[config.mk]
export PLATFORM = sky130hd
export DESIGN_NAME = cpts_top
export DESIGN_NICKNAME = d
export VERILOG_FILES = /design/src/hdl/cpts_pkg.sv /design/src/hdl/cpts_pri_if.sv /design/src/hdl/cpts_top.sv /design/src/hdl/cpts_pri_cmp.sv
export SDC_FILE = /design/constraint.sdc
export NUM_CORES = 1
export LEC_CHECK = 0
export BUFFER_PORTS_ARGS = -buffer_cell sky130_fd_sc_hd__buf_2
export CAP_MARGIN = 20
export CORE_MARGIN = 2
export CORE_UTILIZATION = 35
export DETAILED_ROUTE_END_ITERATION = 8
export PLACE_DENSITY = 0.69
export SYNTH_ARGS = -nofsm -noshare
export SYNTH_HDL_FRONTEND = slang
export SYNTH_SLANG_ARGS = --single-unit
[constraint.sdc]
create_clock -name CLK_SYS -period 1.82 [get_ports CLK_SYS]
set_input_delay 0.546 -clock CLK_SYS [delete_from_list [all_inputs] [get_ports CLK_SYS]]
set_output_delay 0.546 -clock CLK_SYS [all_outputs]
set_load 0.01 [all_outputs]
[src/hdl/cpts_pkg.sv]
// Purpose: Shared constants for the priority level and trap status block
// Assumes: One core clock, registers addressed by a 3-bit word index
// Notes: Trap vector order is arith, address, stack, oscillator (msb first)
package cpts_pkg;

   localparam int unsigned DATA_W = 16;
   localparam int unsigned ADDR_W = 3;

   // Register indices on the plain register port
   localparam logic [2:0] ADR_CPU_STATUS = 3'h0;
   localparam logic [2:0] ADR_CORE_CTRL = 3'h1;
   localparam logic [2:0] ADR_INT_CTRL = 3'h2;
   localparam logic [2:0] ADR_TRAP_EVENT = 3'h3;
   localparam logic [2:0] ADR_TRAP_MASK = 3'h4;

   // Field positions
   localparam int unsigned SW_LVL_LSB = 5;
   localparam int unsigned SW_LVL_MSB = 7;
   localparam int unsigned CC_HIGH_BIT = 3;
   localparam int unsigned IC_NEST_BIT = 15;
   localparam int unsigned IC_TRAP_LSB = 1;
   localparam int unsigned IC_TRAP_MSB = 4;
   localparam int unsigned EV_LSB = 0;
   localparam int unsigned EV_MSB = 3;

   // Reset values
   localparam logic [2:0] LVL_RST = 3'h0;
   localparam logic HIGH_RST = 1'b0;
   localparam logic NEST_RST = 1'b0;
   localparam logic [3:0] TRAP_RST = 4'h0;
   localparam logic [15:0] RDATA_RST = 16'h0000;

   // Field level that shuts out every user request
   localparam logic [2:0] LVL_BLOCK_ALL = 3'h7;

   typedef logic [3:0] cpts_trap_t;
   typedef logic [3:0] cpts_level_t;

endpackage

[src/hdl/cpts_pri_if.sv]
// Purpose: Carries the effective level and a user request to the comparator
// Assumes: Purely combinational path within one clock domain
// Notes: Grant is a same-cycle answer
`timescale 1ns/10ps
interface cpts_pri_if;
   logic [3:0] eff_level;
   logic req;
   logic [2:0] req_level;
   logic grant;
   modport ctl (output eff_level, output req, output req_level,
      input grant);
   modport cmp (input eff_level, input req, input req_level,
      output grant);
endinterface

[src/hdl/cpts_top.sv]
// Purpose: Processor priority level, nesting lock and trap status flags
// Assumes: Trap pulses and core loads come from logic on CLK_SYS
// Notes: Core level load wins over a software write in the same cycle
//
// Functional notes
// Level field sits at status word bits 7..5, values 0 to 7.
// Field value seven blocks every user interrupt request.
// High bit above the field gives the effective 4-bit level.
// Nesting disable set makes the level field ignore software writes.
// High bit sits at core control bit 3; one means above seven.
// Software may read and clear the high bit, never set it; resets 0.
// Nesting disable is read/write at interrupt control bit 15.
// Arithmetic trap flag at bit 4 sets on an overflow trap.
// Address trap flag at bit 3 sets on an address error trap.
// Stack trap flag at bit 2 sets on a stack error trap.
// Oscillator trap flag at bit 1 sets on oscillator failure.
// Interrupt control bits 14..5 and bit 0 read as zero.
// Software can never set the high bit, so traps stay unmaskable.
// Software may change the level by writing the field when allowed.
// Trap flags stay set until written to zero; reset clears them.
`timescale 1ns/10ps
module cpts_top
   import cpts_pkg::*;
(
   input wire logic CLK_SYS,
   input wire logic RESETN,
   input wire logic [ADDR_W-1:0] ADDR,
   input wire logic [DATA_W-1:0] WDATA,
   input wire logic WR,
   input wire logic RD,
   output logic [DATA_W-1:0] RDATA,
   input wire logic ARITH_TRAP,
   input wire logic ADDR_TRAP,
   input wire logic STACK_TRAP,
   input wire logic OSC_FAIL_TRAP,
   input wire logic CORE_LVL_LOAD,
   input wire logic [3:0] CORE_LVL,
   input wire logic USER_REQ,
   input wire logic [2:0] USER_REQ_LVL,
   output logic USER_GRANT,
   output logic [3:0] PRIORITY_LEVEL,
   output logic NESTING_DISABLE,
   output logic [3:0] TRAP_FLAGS,
   output logic IRQ
);

   function automatic logic hit(input logic [ADDR_W-1:0] a,
      input logic [ADDR_W-1:0] reg_idx);
      hit = (a == reg_idx);
   endfunction

   logic [2:0] cpu_priority_level;
   logic [2:0] next_cpu_priority_level;
   logic priority_level_high_bit;
   logic next_priority_level_high_bit;
   logic nesting_disable;
   logic next_nesting_disable;
   cpts_trap_t trap_flags;
   cpts_trap_t next_trap_flags;
   cpts_trap_t trap_event;
   cpts_trap_t next_trap_event;
   cpts_trap_t trap_mask;
   cpts_trap_t next_trap_mask;
   logic irq;
   logic next_irq;
   logic [DATA_W-1:0] rdata;
   logic [DATA_W-1:0] next_rdata;
   cpts_trap_t trap_in;
   logic wr_status;
   logic wr_core;
   logic wr_ctrl;

   assign trap_in = {ARITH_TRAP, ADDR_TRAP, STACK_TRAP, OSC_FAIL_TRAP};
   assign wr_status = WR && hit(ADDR, ADR_CPU_STATUS);
   assign wr_core = WR && hit(ADDR, ADR_CORE_CTRL);
   assign wr_ctrl = WR && hit(ADDR, ADR_INT_CTRL);

   // Priority level group
   always_comb begin
      next_cpu_priority_level = cpu_priority_level;
      next_priority_level_high_bit = priority_level_high_bit;
      if (CORE_LVL_LOAD) begin
         // core loads full level
         next_cpu_priority_level = CORE_LVL[2:0];
         next_priority_level_high_bit = CORE_LVL[3];
      end else begin
         // lock while nesting off
         // software level change
         if (wr_status && !nesting_disable) begin
            next_cpu_priority_level = WDATA[SW_LVL_MSB:SW_LVL_LSB];
         end
         // clear only, never set
         // no software set
         if (wr_core && !WDATA[CC_HIGH_BIT]) begin
            next_priority_level_high_bit = 1'b0;
         end
      end
   end

   // level field storage
   // high bit storage
   always_ff @(posedge CLK_SYS or negedge RESETN) begin
      if (!RESETN) begin
         cpu_priority_level <= LVL_RST;
         priority_level_high_bit <= HIGH_RST;
      end else begin
         cpu_priority_level <= next_cpu_priority_level;
         priority_level_high_bit <= next_priority_level_high_bit;
      end
   end

   // Control and trap flag group
   always_comb begin
      next_nesting_disable = nesting_disable;
      // traps set flags
      // sticky trap flags
      next_trap_flags = trap_flags | trap_in;
      if (wr_ctrl) begin
         // nesting disable write
         next_nesting_disable = WDATA[IC_NEST_BIT];
         // A trap in the clearing cycle still lands
         next_trap_flags = WDATA[IC_TRAP_MSB:IC_TRAP_LSB] | trap_in;
      end
   end

   always_ff @(posedge CLK_SYS or negedge RESETN) begin
      if (!RESETN) begin
         nesting_disable <= NEST_RST;
         trap_flags <= TRAP_RST;
      end else begin
         nesting_disable <= next_nesting_disable;
         trap_flags <= next_trap_flags;
      end
   end

   // Interrupt group: write-one-to-clear events, mask, level output
   always_comb begin
      next_trap_event = trap_event | trap_in;
      next_trap_mask = trap_mask;
      if (WR && hit(ADDR, ADR_TRAP_EVENT)) begin
         next_trap_event = (trap_event & ~WDATA[EV_MSB:EV_LSB]) | trap_in;
      end
      if (WR && hit(ADDR, ADR_TRAP_MASK)) begin
         next_trap_mask = WDATA[EV_MSB:EV_LSB];
      end
      next_irq = |(next_trap_event & next_trap_mask);
   end

   always_ff @(posedge CLK_SYS or negedge RESETN) begin
      if (!RESETN) begin
         trap_event <= TRAP_RST;
         trap_mask <= TRAP_RST;
         irq <= 1'b0;
      end else begin
         trap_event <= next_trap_event;
         trap_mask <= next_trap_mask;
         irq <= next_irq;
      end
   end

   // Read group; data stands only in the cycle after the strobe
   always_comb begin
      next_rdata = RDATA_RST;
      if (RD) begin
         if (hit(ADDR, ADR_CPU_STATUS)) begin
            // level readback
            next_rdata[SW_LVL_MSB:SW_LVL_LSB] = cpu_priority_level;
         end else if (hit(ADDR, ADR_CORE_CTRL)) begin
            // high bit readback
            next_rdata[CC_HIGH_BIT] = priority_level_high_bit;
         end else if (hit(ADDR, ADR_INT_CTRL)) begin
            // unimplemented bits zero
            next_rdata[IC_NEST_BIT] = nesting_disable;
            next_rdata[IC_TRAP_MSB:IC_TRAP_LSB] = trap_flags;
         end else if (hit(ADDR, ADR_TRAP_EVENT)) begin
            next_rdata[EV_MSB:EV_LSB] = trap_event;
         end else if (hit(ADDR, ADR_TRAP_MASK)) begin
            next_rdata[EV_MSB:EV_LSB] = trap_mask;
         end else begin
            next_rdata = RDATA_RST;
         end
      end
   end

   always_ff @(posedge CLK_SYS or negedge RESETN) begin
      if (!RESETN) begin
         rdata <= RDATA_RST;
      end else begin
         rdata <= next_rdata;
      end
   end

   cpts_pri_if pif ();

   assign pif.eff_level = {priority_level_high_bit, cpu_priority_level};
   assign pif.req = USER_REQ;
   assign pif.req_level = USER_REQ_LVL;

   cpts_pri_cmp u_cmp (
      .pif (pif.cmp)
   );

   assign USER_GRANT = pif.grant;
   assign RDATA = rdata;
   assign PRIORITY_LEVEL = {priority_level_high_bit, cpu_priority_level};
   assign NESTING_DISABLE = nesting_disable;
   assign TRAP_FLAGS = trap_flags;
   assign IRQ = irq;
endmodule

[src/hdl/cpts_pri_cmp.sv]
// Purpose: Decides whether a user request may preempt the running code
// Assumes: Request levels span 0 to 7 only
// Notes: Combinational; the owner registers nothing here
`timescale 1ns/10ps
module cpts_pri_cmp
   import cpts_pkg::*;
(
   cpts_pri_if.cmp pif
);

   function automatic logic above(input logic [2:0] req_lvl,
      input cpts_level_t eff);
      above = ({1'b0, req_lvl} > eff);
   endfunction

   // level seven blocks
   // four-bit compare
   // Explicit block term keeps level seven shut even if compare changes
   assign pif.grant = pif.req && (pif.eff_level[2:0] != LVL_BLOCK_ALL) &&
      above(pif.req_level, pif.eff_level);

endmodule

==> flow_summary.yaml <==
outcome:
  status: "complete, but fails checks"
  violations: "setup timing"
power_and_ir_drop:
  irDropWorstVdd_v: 0.000375
  power.leakage_nw: 0.894
  pwr_density_cell_nw_per_um2: 732
  power_w: 0.00133
global_route:
  grt_pass1_wl_um: 5220
  antenna_found_initial: 0
  grt_max_degree: 28
  grt-ovfl-total: 0
  grt_usage_pct: 15.8
  grt_pass1_vias: 1090
clock_network:
  root_buffer: "clkbuf_8"
  cts_tree: "built"
  htree_levels: 1
  cts.sinks: 27
  ctsHoldBuffers: 0
  clock_path_buffers: 2
  clk_pin_slew_ns: 0.09
  clk_latency_ns: 0.27
  cts_buffers: 3
route:
  first_pass_iters: 4
  antenna_left: 0
  vias_per_cell: 4.80
  vias: 1138
  wl_per_cell_um: 13.0
  drc_errors: 0
  wirelength_um: 3080
  drt_iter0_markers: 81
critical_path:
  cp.arrival_ns: 1.48
  worst-path-max-fanout: 2
  crit-reg2reg-launch: "trap_event[1]$_DFF_PN0_"
  rr_worst_depth: 3
  cp-endpoint: "USER_GRANT"
  required_ns: 1.27
  crit_path_end_kind: "output pin"
  path_class: "register to output pin"
  timing.rr.end: "IRQ$_DFF_PN0_"
  startpoint: "cpu_priority_level[2]$_DFFE_PN0P_"
  worstSetupStartpointType: "register"
  r2r_slack_ns: 0.50
yosys:
  synth_edf_count: 0
  async_reset_ff_share_pct: 100
  synth.distinct_cells: 39
  synth_cells: 130
  synth.cell_area_sq_um: 1370
  synth_top_cell_by_area: "dfrtp_1"
  synth.avg_cell_area_sq_um: 10.5
  synth-main-ff-cell: "dfrtp_1"
  synth_top_area_share_pct: 49.4
  yosys_register_bits: 27
  synth.area.top_cells: "dfrtp_1 49%, buf_4 4.4%, mux2_2 4.1%"
  seq_area_frac_synth_pct: 49.4
  ys_warn_count: 0
floorplan:
  rows: 22
  core_sq_um: 3720
  start_util_pct: 36.8
  die-area_sq_um: 4420
  chipWidth_um: 66.5
  io-pin-count: 63
  die_h_um: 66.5
sta:
  drv_slew: 0
  setup-violations-final: 1
  fin_crit_sh_pct: 111
  holdWs_ns: 0.265
  clock_skew_ns: 0.00671
  rsz0062_at_grt: "yes"
  tns_ns: -0.202
  slew_headroom_pct: 61.2
  hold_violations: 0
  worst_slack_ns: -0.202
  finalCriticalPeriod_ns: 2.02
  tightest_slew_ns: 0.582
  fmax_mhz: 494
finish:
  register_area_sq_um: 676
  num-fill-cells: 372
  final_common_cell: "buf_2"
  drive_above_1_share_pct: 45.5
  fin_nets: 229
  n_antenna_cell: 0
  final_cell_mix: "48 x buf_2, 27 x dfrtp_1, 15 x buf_4"
  multi_input_area_sq_um: 669
  area_delta_synth_final_pct: 33.3
  fin_area_sq_um: 1820
run:
  cap_violations: 0
placement:
  gp_congestion: 0.776
  pre_cts_ws_ns: -0.220
  dp_hpwl_um: 2440
  post_dp_cell_area_sq_um: 1730
  numPortBuffers: 48
min_path:
  hp-class: "primary input to asynchronous set/reset pin"
## worst min-delay path by stage
stage	from	to	depth (start not counted)	slack (ns)
2_1_floorplan	RESETN	IRQ$_DFF_PN0_	0	0.25
3_3_place_gp	trap_event[3]$_DFF_PN0_	trap_event[3]$_DFF_PN0_	1	0.50
3_5_place_dp	trap_event[3]$_DFF_PN0_	trap_event[3]$_DFF_PN0_	1	0.51
4_1_cts	RESETN	RDATA[0]$_DFF_PN0_	1	0.28
5_1_grt	RESETN	TRAP_FLAGS[1]$_DFF_PN0_	1	0.30
6_report	RESETN	TRAP_FLAGS[0]$_DFF_PN0_	1	0.27
## area by class of cell
| type | instances | area share, % |
|---|---|---|
| inverters | 5 | 1.03 |
| clock buffers | 3 | 2.26 |
| repair buffers | 63 | 19.4 |
| well taps | 48 | 3.29 |
| multi-input cells | 90 | 36.7 |
| clock inverters | 1 | 0.275 |
| flip-flops and latches | 27 | 37.1 |
## layer usage
metal	vias to the layer above	global-route usage (%)	part of all wire [%]
met5	-	0	0
met3	2	2.53	4.5
met1	537	21.2	45
li1	570	-	-
met2	29	25.3	51
met4	0	6.38	0.39
## report_power, final
group / switching (W) / total [W] / internal (W)
clock: 0.000180 / 0.000333 / 0.000153
sequential: 0.0000327 / 0.000682 / 0.000649
combinational: 0.000156 / 0.000320 / 0.000163
## registers in the layout (all words and copies together) (netlist names)
register	cells
priority_level_high_bit	1
NESTING_DISABLE	1
trap_event	4
trap_mask	4
cpu_priority_level	3
RDATA	9
IRQ	1
TRAP_FLAGS	4
## cell families (layout without fill, tap and decap cells)
logic type	after synthesis	count (layout)	synth area share, %
adder cells (fa/ha/maj)	3	3	2.75
multiplexers	9	9	7.14
buffers and inverters	19	72	7.69
AO/OA/AOI/OAI	26	26	12.8
flip-flops	27	27	49.4
other	1	7	0.274
AND/OR/NAND/NOR	45	45	19.9
## worst max-delay path: stages, from the launching register on
cell	delay, ns
dfrtp_1	0.40
inv_2	0.08
ha_4	0.20
nand3_2	0.05
nand3b_1	0.09
a311oi_2	0.23
buf_2	0.16
## synth_stat cells, types with 4 or more instances
library cell / number
a21oi_1: 4
and3_1: 6
buf_4: 8
dfrtp_1: 27
inv_1: 5
mux2_2: 5
nand2_1: 11
nand3_1: 9
nand3b_1: 5
o21ai_0: 8
## stage by stage
step / instances / utilization [%]
global route: 237 / 49.1
finish: 237 / 49.1
detailed placement: 230 / 46.6
floorplan: 136 / -
global placement: 230 / 46.6
CTS: 234 / 48.0
## timing repair
item	CTS	global route
pin swaps	6	6
gates resized for setup	3	2
buffers inserted	0	3
endpoints found under the setup margin	1	1
cloned	0	0
Power figures use the tool's default switching activity.
